<file path="src/shared/cpc_map.svh">
`ifndef CPC_MAP_SVH
`define CPC_MAP_SVH

// Register offsets on the register port.
`define CPC_ADDR_CTRL          8'h2b
`define CPC_ADDR_OVP_STAT      8'h2c
`define CPC_ADDR_OVP_FLAG_MASK 8'h2d
`define CPC_ADDR_FILTER        8'h2e

// Reset values.
`define CPC_RST_BYTE           8'h00

// Field positions of charge_control.
`define CPC_CTRL_SS_HI         7
`define CPC_CTRL_SS_LO         5
`define CPC_CTRL_OVP_DIS       3
`define CPC_CTRL_RISE_LVL      2
`define CPC_CTRL_SNS_SEL       1
`define CPC_CTRL_PD_EN         0

// Field positions of the status, flag/mask and filter registers.
`define CPC_STAT_LIVE          0
`define CPC_FM_FLAG            4
`define CPC_FM_MASK            0
`define CPC_FILT_BVL           4
`define CPC_FILT_BCL           3

// Clock rate and timer width.
`define CPC_CLK_MHZ            64'd40
`define CPC_TMR_W              32

// Soft-start timeout figures in microseconds.
`define CPC_SS_T1_US           64'd12500
`define CPC_SS_T2_US           64'd25000
`define CPC_SS_T3_US           64'd50000
`define CPC_SS_T4_US           64'd100000
`define CPC_SS_T5_US           64'd400000
`define CPC_SS_T6_US           64'd1500000
`define CPC_SS_T7_US           64'd100000000

// Pull-down time in microseconds; a plain default, the real figure is set per part.
`define CPC_PD_T_US            64'd10000

// Error filter figures in microseconds.
`define CPC_FILT_SHORT_US      64'd10
`define CPC_BVL_LONG_US        64'd10000
`define CPC_BCL_LONG_US        64'd5000

`endif

</file>
<file path="src/shared/cpc_pkg.sv">
`include "cpc_map.svh"
package cpc_pkg;

    typedef logic [7:0] cpc_byte_t;

    typedef logic [`CPC_TMR_W-1:0] cpc_count_t;

    typedef enum logic [2:0] {
        CPC_SS_OFF  = 3'h0,
        CPC_SS_T1   = 3'h1,
        CPC_SS_T2   = 3'h2,
        CPC_SS_T3   = 3'h3,
        CPC_SS_T4   = 3'h4,
        CPC_SS_T5   = 3'h5,
        CPC_SS_T6   = 3'h6,
        CPC_SS_T7   = 3'h7
    } cpc_ss_code_e;

endpackage

</file>
<file path="src/design/cpc_timer.sv">
`timescale 1ns/1ps
`include "cpc_map.svh"
module cpc_timer
    import cpc_pkg::*;
(
    // Clock and reset.
    input  wire logic       clk_sys,
    input  wire logic       rst,
    // Control.
    input  wire logic       start,
    input  wire logic       stop,
    input  wire cpc_count_t load,
    // Status.
    output logic            busy,
    output logic            expired
);

    cpc_count_t cnt_q;

    // A stop wins over a start in the same cycle; a zero load never starts.
    always_ff @(posedge clk_sys) begin
        if (rst || stop) begin
            cnt_q   <= '0;
            busy    <= 1'b0;
            expired <= 1'b0;
        end else if (start) begin
            cnt_q   <= load;
            busy    <= (load != '0);
            expired <= 1'b0;
        end else if (busy) begin
            if (cnt_q == cpc_count_t'(1)) begin
                busy    <= 1'b0;
                expired <= 1'b1;
            end else begin
                expired <= 1'b0;
            end
            cnt_q <= cnt_q - cpc_count_t'(1);
        end else begin
            expired <= 1'b0;
        end
    end

endmodule

</file>
<file path="src/design/cpc_deglitch.sv">
`timescale 1ns/1ps
`include "cpc_map.svh"
module cpc_deglitch
    import cpc_pkg::*;
#(
    parameter cpc_count_t SHORT_CYC = cpc_count_t'(1),
    parameter cpc_count_t LONG_CYC  = cpc_count_t'(1)
)(
    // Clock and reset.
    input  wire logic clk_sys,
    input  wire logic rst,
    // Raw condition and filter choice.
    input  wire logic raw,
    input  wire logic long_sel,
    // Filtered error.
    output logic      error
);

    cpc_count_t cnt_q;
    cpc_count_t limit;

    assign limit = long_sel ? LONG_CYC : SHORT_CYC;

    // The error rises once the raw condition has held for the whole filter time.
    always_ff @(posedge clk_sys) begin
        if (rst || !raw) begin
            cnt_q <= '0;
            error <= 1'b0;
        end else if (cnt_q >= limit - cpc_count_t'(1)) begin
            error <= 1'b1;
        end else begin
            cnt_q <= cnt_q + cpc_count_t'(1);
        end
    end

endmodule

</file>
<file path="src/design/cpc_regs.sv">
`timescale 1ns/1ps
`include "cpc_map.svh"
module cpc_regs
    import cpc_pkg::*;
#(
    parameter cpc_count_t SS_CYC_1     = cpc_count_t'(`CPC_SS_T1_US * `CPC_CLK_MHZ),
    parameter cpc_count_t SS_CYC_2     = cpc_count_t'(`CPC_SS_T2_US * `CPC_CLK_MHZ),
    parameter cpc_count_t SS_CYC_3     = cpc_count_t'(`CPC_SS_T3_US * `CPC_CLK_MHZ),
    parameter cpc_count_t SS_CYC_4     = cpc_count_t'(`CPC_SS_T4_US * `CPC_CLK_MHZ),
    parameter cpc_count_t SS_CYC_5     = cpc_count_t'(`CPC_SS_T5_US * `CPC_CLK_MHZ),
    parameter cpc_count_t SS_CYC_6     = cpc_count_t'(`CPC_SS_T6_US * `CPC_CLK_MHZ),
    parameter cpc_count_t SS_CYC_7     = cpc_count_t'(`CPC_SS_T7_US * `CPC_CLK_MHZ),
    parameter cpc_count_t PD_CYC       = cpc_count_t'(`CPC_PD_T_US * `CPC_CLK_MHZ),
    parameter cpc_count_t BVL_LONG_CYC = cpc_count_t'(`CPC_BVL_LONG_US * `CPC_CLK_MHZ),
    parameter cpc_count_t BCL_LONG_CYC = cpc_count_t'(`CPC_BCL_LONG_US * `CPC_CLK_MHZ)
)(
    // Clock and reset.
    input  wire logic      clk_sys,
    input  wire logic      rst,
    // Register port from the serial interface front end.
    input  wire cpc_byte_t reg_addr,
    input  wire logic      reg_wr_stb,
    input  wire logic      reg_rd_stb,
    input  wire cpc_byte_t reg_wdata,
    input  wire logic      reg_reset_cmd,
    output cpc_byte_t      reg_rdata,
    output logic           reg_rvalid,
    // Power stage and analog detector inputs.
    input  wire logic      switching_active,
    input  wire logic      bus_current_above_rise,
    input  wire logic      out_overvolt_detect,
    input  wire logic      bus_volt_low_raw,
    input  wire logic      bus_curr_low_raw,
    // Controls to the power stage and analog blocks.
    output logic           output_overvoltage_protect,
    output logic           bus_current_rise_level,
    output logic           sense_resistor_sel,
    output logic           input_pulldown_on,
    output logic           soft_start_fault,
    // Filtered errors and interrupt.
    output logic           bus_voltage_low_error,
    output logic           bus_current_low_error,
    output logic           irq
);

    localparam cpc_count_t FILT_SHORT_CYC = cpc_count_t'(`CPC_FILT_SHORT_US * `CPC_CLK_MHZ);

    // Register fields.
    cpc_ss_code_e ss_code_q;
    logic         ovp_dis_q;
    logic         rise_lvl_q;
    logic         sns_sel_q;
    logic         pd_en_q;
    logic         live_q;
    logic         flag_q;
    logic         mask_q;
    logic         bvl_sel_q;
    logic         bcl_sel_q;

    // Internal strobes and conditions.
    logic         wr_ctrl;
    logic         wr_fm;
    logic         wr_filt;
    logic         rd_fm;
    logic         ovp_cond;
    logic         sw_q;
    logic         sw_rise;
    cpc_count_t   ss_load;
    logic         ss_start;
    logic         ss_stop;
    logic         ss_expired;
    logic         pd_start;
    logic         pd_stop;
    logic         pd_expired;
    cpc_byte_t    rd_byte;

    assign wr_ctrl = reg_wr_stb && (reg_addr == `CPC_ADDR_CTRL);
    assign wr_fm   = reg_wr_stb && (reg_addr == `CPC_ADDR_OVP_FLAG_MASK);
    assign wr_filt = reg_wr_stb && (reg_addr == `CPC_ADDR_FILTER);
    assign rd_fm   = reg_rd_stb && (reg_addr == `CPC_ADDR_OVP_FLAG_MASK);

    // Fields of charge_control that the register-reset command leaves alone.
    always_ff @(posedge clk_sys) begin
        if (rst) begin
            ss_code_q <= CPC_SS_OFF;
            ovp_dis_q <= 1'b0;
            sns_sel_q <= 1'b0;
        end else if (wr_ctrl) begin
            ss_code_q <= cpc_ss_code_e'(reg_wdata[`CPC_CTRL_SS_HI:`CPC_CTRL_SS_LO]);
            ovp_dis_q <= reg_wdata[`CPC_CTRL_OVP_DIS];
            sns_sel_q <= reg_wdata[`CPC_CTRL_SNS_SEL];
        end
    end

    // The rise level ignores writes while switching; the register-reset command still clears it.
    always_ff @(posedge clk_sys) begin
        if (rst || reg_reset_cmd) begin
            rise_lvl_q <= 1'b0;
        end else if (wr_ctrl && !switching_active) begin
            rise_lvl_q <= reg_wdata[`CPC_CTRL_RISE_LVL];
        end
    end

    // The pull-down enable clears itself when the pull-down time has run out.
    always_ff @(posedge clk_sys) begin
        if (rst || reg_reset_cmd) begin
            pd_en_q <= 1'b0;
        end else if (wr_ctrl) begin
            pd_en_q <= reg_wdata[`CPC_CTRL_PD_EN];
        end else if (pd_expired) begin
            pd_en_q <= 1'b0;
        end
    end

    assign pd_start = wr_ctrl && reg_wdata[`CPC_CTRL_PD_EN] && !reg_reset_cmd;
    assign pd_stop  = reg_reset_cmd || (wr_ctrl && !reg_wdata[`CPC_CTRL_PD_EN]);

    cpc_timer u_pd_timer (
        .clk_sys (clk_sys),
        .rst     (rst),
        .start   (pd_start),
        .stop    (pd_stop),
        .load    (PD_CYC),
        .busy    (input_pulldown_on),
        .expired (pd_expired)
    );

    // Control outputs follow their register bits one cycle later.
    always_ff @(posedge clk_sys) begin
        if (rst) begin
            output_overvoltage_protect <= 1'b1;
            bus_current_rise_level     <= 1'b0;
            sense_resistor_sel         <= 1'b0;
        end else begin
            output_overvoltage_protect <= !ovp_dis_q;
            bus_current_rise_level     <= rise_lvl_q;
            sense_resistor_sel         <= sns_sel_q;
        end
    end

    // A disabled protection reports no condition either.
    assign ovp_cond = out_overvolt_detect && !ovp_dis_q;

    always_ff @(posedge clk_sys) begin
        if (rst) begin
            live_q <= 1'b0;
        end else begin
            live_q <= ovp_cond;
        end
    end

    // A new event in the cycle of a clearing read keeps the flag set.
    always_ff @(posedge clk_sys) begin
        if (rst) begin
            flag_q <= 1'b0;
        end else if (ovp_cond) begin
            flag_q <= 1'b1;
        end else if (rd_fm) begin
            flag_q <= 1'b0;
        end
    end

    always_ff @(posedge clk_sys) begin
        if (rst || reg_reset_cmd) begin
            mask_q <= 1'b0;
        end else if (wr_fm) begin
            mask_q <= reg_wdata[`CPC_FM_MASK];
        end
    end

    always_ff @(posedge clk_sys) begin
        if (rst) begin
            irq <= 1'b0;
        end else begin
            irq <= flag_q && !mask_q;
        end
    end

    // Filter register; the register-reset command wins over a write.
    always_ff @(posedge clk_sys) begin
        if (rst || reg_reset_cmd) begin
            bvl_sel_q <= 1'b0;
            bcl_sel_q <= 1'b0;
        end else if (wr_filt) begin
            bvl_sel_q <= reg_wdata[`CPC_FILT_BVL];
            bcl_sel_q <= reg_wdata[`CPC_FILT_BCL];
        end
    end

    cpc_deglitch #(
        .SHORT_CYC (FILT_SHORT_CYC),
        .LONG_CYC  (BVL_LONG_CYC)
    ) u_bvl_filter (
        .clk_sys  (clk_sys),
        .rst      (rst),
        .raw      (bus_volt_low_raw),
        .long_sel (bvl_sel_q),
        .error    (bus_voltage_low_error)
    );

    cpc_deglitch #(
        .SHORT_CYC (FILT_SHORT_CYC),
        .LONG_CYC  (BCL_LONG_CYC)
    ) u_bcl_filter (
        .clk_sys  (clk_sys),
        .rst      (rst),
        .raw      (bus_curr_low_raw),
        .long_sel (bcl_sel_q),
        .error    (bus_current_low_error)
    );

    // Soft-start supervision starts on the rising edge of switching.
    always_ff @(posedge clk_sys) begin
        if (rst) begin
            sw_q <= 1'b0;
        end else begin
            sw_q <= switching_active;
        end
    end

    assign sw_rise = switching_active && !sw_q;

    always_comb begin
        ss_load = '0;
        unique case (ss_code_q)
            CPC_SS_OFF: ss_load = '0;
            CPC_SS_T1:  ss_load = SS_CYC_1;
            CPC_SS_T2:  ss_load = SS_CYC_2;
            CPC_SS_T3:  ss_load = SS_CYC_3;
            CPC_SS_T4:  ss_load = SS_CYC_4;
            CPC_SS_T5:  ss_load = SS_CYC_5;
            CPC_SS_T6:  ss_load = SS_CYC_6;
            CPC_SS_T7:  ss_load = SS_CYC_7;
        endcase
    end

    assign ss_start = sw_rise && (ss_code_q != CPC_SS_OFF);
    assign ss_stop  = !switching_active || bus_current_above_rise;

    cpc_timer u_ss_timer (
        .clk_sys (clk_sys),
        .rst     (rst),
        .start   (ss_start),
        .stop    (ss_stop),
        .load    (ss_load),
        .busy    (),
        .expired (ss_expired)
    );

    // The fault holds until the host rewrites charge_control or resets registers.
    always_ff @(posedge clk_sys) begin
        if (rst) begin
            soft_start_fault <= 1'b0;
        end else if (ss_expired) begin
            soft_start_fault <= 1'b1;
        end else if (wr_ctrl || reg_reset_cmd) begin
            soft_start_fault <= 1'b0;
        end
    end

    // Read multiplexer; reserved bits and unmapped offsets read zero.
    always_comb begin
        rd_byte = `CPC_RST_BYTE;
        unique case (reg_addr)
            `CPC_ADDR_CTRL: begin
                rd_byte[`CPC_CTRL_SS_HI:`CPC_CTRL_SS_LO] = ss_code_q;
                rd_byte[`CPC_CTRL_OVP_DIS]  = ovp_dis_q;
                rd_byte[`CPC_CTRL_RISE_LVL] = rise_lvl_q;
                rd_byte[`CPC_CTRL_SNS_SEL]  = sns_sel_q;
                rd_byte[`CPC_CTRL_PD_EN]    = pd_en_q;
            end
            `CPC_ADDR_OVP_STAT: begin
                rd_byte[`CPC_STAT_LIVE] = live_q;
            end
            `CPC_ADDR_OVP_FLAG_MASK: begin
                rd_byte[`CPC_FM_FLAG] = flag_q;
                rd_byte[`CPC_FM_MASK] = mask_q;
            end
            `CPC_ADDR_FILTER: begin
                rd_byte[`CPC_FILT_BVL] = bvl_sel_q;
                rd_byte[`CPC_FILT_BCL] = bcl_sel_q;
            end
            default: rd_byte = `CPC_RST_BYTE;
        endcase
    end

    always_ff @(posedge clk_sys) begin
        if (rst) begin
            reg_rdata  <= `CPC_RST_BYTE;
            reg_rvalid <= 1'b0;
        end else begin
            reg_rvalid <= reg_rd_stb;
            if (reg_rd_stb) begin
                reg_rdata <= rd_byte;
            end
        end
    end

endmodule

</file>
<file path="config.mk">
export PLATFORM = sky130hd
export DESIGN_NAME = cpc_regs
export DESIGN_NICKNAME = d
export VERILOG_FILES = /design/src/shared/cpc_pkg.sv /design/src/design/cpc_timer.sv /design/src/design/cpc_deglitch.sv /design/src/design/cpc_regs.sv
export VERILOG_INCLUDE_DIRS = /design/src /design/src/shared
export SDC_FILE = /design/constraint.sdc
export NUM_CORES = 1
export LEC_CHECK = 0
export BUFFER_PORTS_ARGS = -buffer_cell sky130_fd_sc_hd__buf_4
export CORE_ASPECT_RATIO = 0.9
export CORE_UTILIZATION = 40
export DETAILED_ROUTE_END_ITERATION = 16
export GPL_ROUTABILITY_DRIVEN = 0
export MAX_ROUTING_LAYER = met4
export PLACE_DENSITY_LB_ADDON = 0.08
export SLEW_MARGIN = 10
export SYNTH_ARGS = -nofsm -noshare
export SYNTH_HDL_FRONTEND = slang
export SYNTH_SLANG_ARGS = --single-unit
export TNS_END_PERCENT = 30
</file>
<file path="constraint.sdc">
create_clock -name clk_sys -period 5 [get_ports clk_sys]
set_input_delay 0.25 -clock clk_sys [delete_from_list [all_inputs] [get_ports clk_sys]]
set_output_delay 0.25 -clock clk_sys [all_outputs]
set_load 0.01 [all_outputs]
</file>
# ---- Word level (Yosys, flattened, before mapping)
# Memories as Yosys holds them, arrays and structs flattened. A register that Yosys moved wholly into a read port is not among the register bits.
# Cells that the tools add are included.
dict set report totals {
  wordCells 111
  output_inout_bits 17
  inputBits 26
  mem_bits_ro 200
  reg_bits 161
  n_memories 1
}
dict set report classes {
  eq_ne 6
  addsub 6
  n_lt_le_gt_ge 2
  bitwise 2
  n_mux 27
  reduce_logical 38
}
# memory depth word_bits read_ports rd_clocked_by_memory_dff wr line_no
set mem_list {}
lappend mem_list {{(no name shown)} 8 25 1 1 0 cpc_regs.sv:225} ;# unique case (ss_code_q)
# cell count
set ops {}
lappend ops {{32-bit by 1-bit subtractor with 32-bit output (second input constant)} 4}
lappend ops {{32-bit by 1-bit adder with 32-bit output (second input constant)} 2}
lappend ops {{32-bit by 1-bit equality test with 1-bit output (second input constant)} 2}
lappend ops {{32-bit greater-or-equal comparator} 2}
lappend ops {{32-bit two-way mux} 2}
lappend ops {{19-bit two-way mux} 3}
lappend ops {{8-bit by 6-bit equality test with 1-bit output (second input constant)} 4}
lappend ops {{32-bit nonzero test} 1}
lappend ops {{18-bit two-way mux} 1}
lappend ops {{1-bit two-way mux} 14}
lappend ops {{1-bit logical AND} 12}
lappend ops {{2-bit nonzero test} 5}
lappend ops {{3-bit two-way mux} 3}
lappend ops {{1-bit logical NOT} 8}
lappend ops {{1-bit logical OR} 8}
lappend ops {{3-bit OR reduction} 2}
lappend ops {{1-bit case mux with 2 select lines} 2}
lappend ops {{1-bit case mux with 3 select lines} 1}
lappend ops {{3-bit nonzero test} 1}
lappend ops {{2-bit two-way mux} 1}
lappend ops {{1-bit inverter} 2}
lappend ops {{2-bit OR reduction} 1}

# ---- Logic depth before layout (Yosys ltp)
dict set report logic_depth {
  word_depth 6
  depth_mapped 9
  depth_no_buf 8
}

# ---- Cells and area by module
# A second synthesis with hierarchy kept.
dict set report hier_totals {
  cells_unflattened 994
  hier_area_um2 8891.0
}
# mod instances area_per_inst_um2 cells_each
set modules_own_cells {}
lappend modules_own_cells {cpc_timer 2 1920.6 231}
lappend modules_own_cells {cpc_regs 1 1898.1 191}
lappend modules_own_cells {{cpc_deglitch (u_bvl_filter)} 1 1664.1 184}
lappend modules_own_cells {{cpc_deglitch (u_bcl_filter)} 1 1487.7 157}

# ---- Worst setup path after synthesis
# OpenSTA, ideal clock, no wires.
dict set report synth_timing {
  kind {reg-to-reg}
  from {register bvl_sel_q}
  to {register u_bvl_filter.cnt_q[10]}
  period_less_slack_ns 2.395
  t_arrival_ns 2.324
  required_time_ns 4.928
  slack_ns 2.605
  stages_incl_launch_ff 9
  cell_sequence {dfxtp_1 inv_1 ha_1 or3_1 o221ai_1 nand2_1 clkbuf_1 a2111oi_0 mux2i_1}
}
dict set report synth_between {
  elab_chain_len 3
}
# item line_no
set synth_lines {}
lappend synth_lines {{from (decl)} cpc_regs.sv:57} ;# logic bvl_sel_q;
lappend synth_lines {{from (signal assigned)} cpc_regs.sv:185} ;# bvl_sel_q <= reg_wdata[`CPC_FILT_BVL];
lappend synth_lines {{19-bit two-way mux} cpc_deglitch.sv:22} ;# assign limit = long_sel ? LONG_CYC : SHORT_CYC;
lappend synth_lines {{32-bit by 1-bit subtractor with 32-bit output} cpc_deglitch.sv:29} ;# end else if (cnt_q >= limit - cpc_count_t'(1)) begin
lappend synth_lines {{32-bit greater-or-equal comparator} cpc_deglitch.sv:29}
lappend synth_lines {{to (signal assigned)} cpc_deglitch.sv:32} ;# cnt_q <= cnt_q + cpc_count_t'(1);
lappend synth_lines {{to (decl)} cpc_deglitch.sv:19} ;# cpc_count_t cnt_q;
# No other way between the ends.
# A chain may end at the register's enable or synchronous reset.

# ---- Worst setup path after layout
# Ends and elaborated chain as after synthesis.

==> metrics.md <==
| Metric | Value |
|---|---|
| Unique masters post-synth | `61` |
| Clock Sinks | `181` |
| First-pass GRT wire length | `30200 µm` |
| Mapped cell area | `0.00829 mm²` |
| Ys Warns | `0` |
| Compound-Gate Fraction of Synth Area | `11.4%` |
| Least-Margin Pin Slew | `0.986 ns` |
| Synth top area share | `43.7%` |
| DR vias | `6357` |
| Slew headroom | `34.3%` |
| Adder-Cell Fraction of Synth Area | `4.53%` |
| Leakage | `3.51 nW` |
| Setup bufs post-CTS | `0` |
| Maximum clock rate | `348 MHz` |
| Post-DR wirelength/cell | `14.8 µm` |
| Max Used Layer | `met4` |
| Post-DP HPWL | `12500 µm` |
| Largest cells by area after synthesis | `dfxtp_1 (44%), ha_1 (4.5%), mux2i_1 (4.0%)` |
| Worst Setup End Kind | `flop` |
| Avg Cell Area, Syn | `9.05 µm²` |
| Sequential share of the synthesized area | `43.7%` |
| Met2 wire len | `7400 µm` |
| Fin. Hold Viols | `0` |
| Total grt overflow | `0` |
| VDD IR max | `204 µV` |
| Clock latency on the worst-skew pair | `0.43 ns` |
| Leading area contributor after synthesis | `dfxtp_1` |
| Setup WS pre-CTS | `2.09 ns` |
| Largest net degree at the start of global routing | `49` |
| CTS tree | `built` |
| ANT cells | `0` |
| DRT Wirelength | `17900 µm` |
| #FFs+latches synth | `181` |
| Via density per instance | `5.25` |
| Initial Util | `41.1%` |
| RSZ-0062 raised after global routing | `false` |
| WP data arrival | `3.24 ns` |
| Post-synth top cells | `dfxtp_1 (181), nor2_1 (85), nand2_1 (64)` |
| Net Sw Power | `648 µW` |
| WL met3 | `520 µm` |
| Clk_skew | `0.0179 ns` |
| Pint | `2.28 mW` |
| Synth async-reset ratio | `0%` |
| Num CTS Buffers | `17` |
| Pwr dens | `310 mW/mm²` |
| Most common cell in the netlist | `dfxtp_1` |
| Die X | `154 µm` |
| FF-to-FF setup slack | `2.12 ns` |
| Final Cycle Share | `57.5%` |
| Detailed router's first-iteration violation count | `349` |
| Layout cell share with drive strength beyond 1 | `10.8%` |
| IO Count | `43` |
| Status | `finished clean` |
| Clock period minus worst slack | `2.88 ns` |
| Mapped Cells | `916` |
| Core area | `0.0202 mm²` |
| DIE AREA | `0.0213 mm²` |
| Worst Path Class, Setup | `flop to flop` |
| Seq pwr share | `49.6%` |
| Initial antenna violation count | `0` |
| Critical-path top delay cell | `a2111oi_0` |
| Clk root buf | `clkbuf_16` |
| Worst setup margin | `2.12 ns` |
| Vias in the first global route | `5985` |
| DRC viols | `0` |
| Post-Synth XOR/XNOR Area | `5.91%` |
| CP Max Fanout | `12` |
| Worst Hold Class | `primary input to flop` |
| Mux contribution to synthesized area | `3.98%` |
| Clock share of power | `48.0%` |
| Fin Setup TNS | `0 ns` |
| Max Root-Sink Buffers | `2` |
| Clock slew at reported path FFs | `0.07 ns` |
| Overall routing resource usage | `18.1%` |
| Hold buffer count at CTS | `0` |
| PostCTS Resize Cnt | `0` |
| Setup crit start kind | `flop` |
| Detail Route Antenna Nets | `0` |
| Largest family of logic cells by synthesized area | `simple AND/OR/NAND/NOR gates` |
| Met1 Wirelength | `9780 µm` |
| Gate power share | `2.5%` |
| Router iterations before antenna repair | `6` |
| # setup viols final | `0` |
| NumNets Final | `998` |
| Simple-gate share of the synthesized area | `27.5%` |
| H-tree depth | `4` |
| Area grow syn2layout | `13.7%` |
| Count of final max-slew check failures | `0` |
| Worst-path cell chain | `inv_1 -> ha_1 -> or3_1 -> o221ai_1 -> nand2_1 -> a2111oi_0 -> mux2i_1` |
| EDFF count, synth | `0` |
| I/O Buffers | `42` |
| Syn_nets | `972` |
| Net Sw Frac | `22.2%` |
| CP required | `5.36 ns` |
| Top FF cell, synth | `dfxtp_1` |
| DIE HEIGHT | `139 µm` |
| Maximum capacitance violations | `0` |
| Std-Cell Rows | `49` |
| Max incr delay on CP | `0.59 ns` |
==> stage by stage <==
step                      util (%)  hold WS [ns]  power, mW  cell area (µm²)  cells
final                         46.8        0.0500       2.92             9430   1210
after global routing          46.8        0.0368       3.03             9430   1210
after CTS                     46.7        0.0289       2.96             9420   1210
after detailed placement      43.7         0.428       1.56             8810   1178
after global placement        43.7         0.430       1.56             8810   1178
after floorplan                  -         0.327       1.52             8290    916
==> final timing paths <==
check / startpoint / endpoint / cells after the start
worst max-delay path: bvl_sel_q$_SDFFE_PP0P_ / u_bvl_filter.cnt_q[10]$_SDFFE_PP0N_ / 7
worst min-delay path: reg_reset_cmd / bcl_sel_q$_SDFFE_PP0P_ / 2
worst max register to register: bvl_sel_q$_SDFFE_PP0P_ / u_bvl_filter.cnt_q[10]$_SDFFE_PP0N_ / 7
worst min register to register: ovp_dis_q$_SDFFE_PP0N_ / output_overvoltage_protect$_SDFF_PP1_ / 1
==> flip-flops by register name (all words and copies together) (netlist names), 3 cells and up <==
| name | count |
|---|---|
| u_bcl_filter.cnt_q | 32 |
| u_bvl_filter.cnt_q | 32 |
| u_pd_timer.cnt_q | 32 |
| u_ss_timer.cnt_q | 32 |
| ss_load | 20 |
| reg_rdata | 8 |
| ss_code_q | 3 |
==> worst max-delay path: cells and delay by family (launching register included) <==
family	cells	cell delay, ns
buffers and inverters	1	0.22
muxes	1	0.23
and+or+nand+nor	2	0.69
DFF	1	0.46
adders and majority gates	1	0.25
AOI/OAI and AO/OA	2	0.95
==> power groups by stage <==
| stage | sequential, mW | clock (mW) | combinational (mW) |
|---|---|---|---|
| 3_3_place_gp | 1.48 | 0 | 0.0743 |
| 6_report | 1.45 | 1.40 | 0.0723 |
| 5_1_grt | 1.45 | 1.50 | 0.0811 |
| 3_5_place_dp | 1.48 | 0 | 0.0738 |
| 2_1_floorplan | 1.48 | 0 | 0.0385 |
| 4_1_cts | 1.45 | 1.44 | 0.0739 |
==> placed cells by master, fill, tap and decap left out, types with 5 or more instances in the layout <==
cell	synthesis	final
and3_1	8	8
or3_1	10	10
dfxtp_1	181	181
nor3_1	30	30
nand3_1	38	38
and4_1	5	5
o31ai_1	17	17
xnor2_1	37	37
nand2b_1	28	28
nor2b_1	13	12
or2_2	6	6
a211oi_1	20	20
mux2i_1	33	33
nor4_1	29	29
and2_1	28	28
a31oi_1	9	9
xor2_1	19	19
nand2_1	64	64
nor4_4	5	5
clkbuf_16	0	17
nor2_1	85	85
a21oi_1	54	54
inv_1	20	20
o21ai_0	12	12
buf_4	0	47
ha_1	30	30
nand4_1	21	21
or4_1	17	17
==> layer usage <==
| metal | track usage, % | up-vias |
|---|---|---|
| met5 | - | - |
| li1 | - | 3361 |
| met1 | 25.9 | 2914 |
| met4 | 5.53 | 0 |
| met3 | 3.72 | 13 |
| met2 | 25.2 | 69 |
==> cell families (layout without fill, tap and decap cells) <==
family                     Yosys count  in the layout
adders and majority gates           30             30
muxes                               33             33
xor gates and xnor gates            56             56
DFF                                181            181
and+or+nand+nor                    410            410
buffers and inverters               61            100
AOI/OAI and AO/OA                  145            145
==> cell type report <==
type / instances / area, µm²
Clock buffer: 21 / 480
Fill cell: 1935 / 10700
Clock inverter: 11 / 138
Inverter: 21 / 78.8
Timing Repair Buffer: 47 / 353
Sequential cell: 181 / 3620
Multi-Input combinational cell: 674 / 4440
Tap cell: 255 / 319
Power figures use the tool's default switching activity.
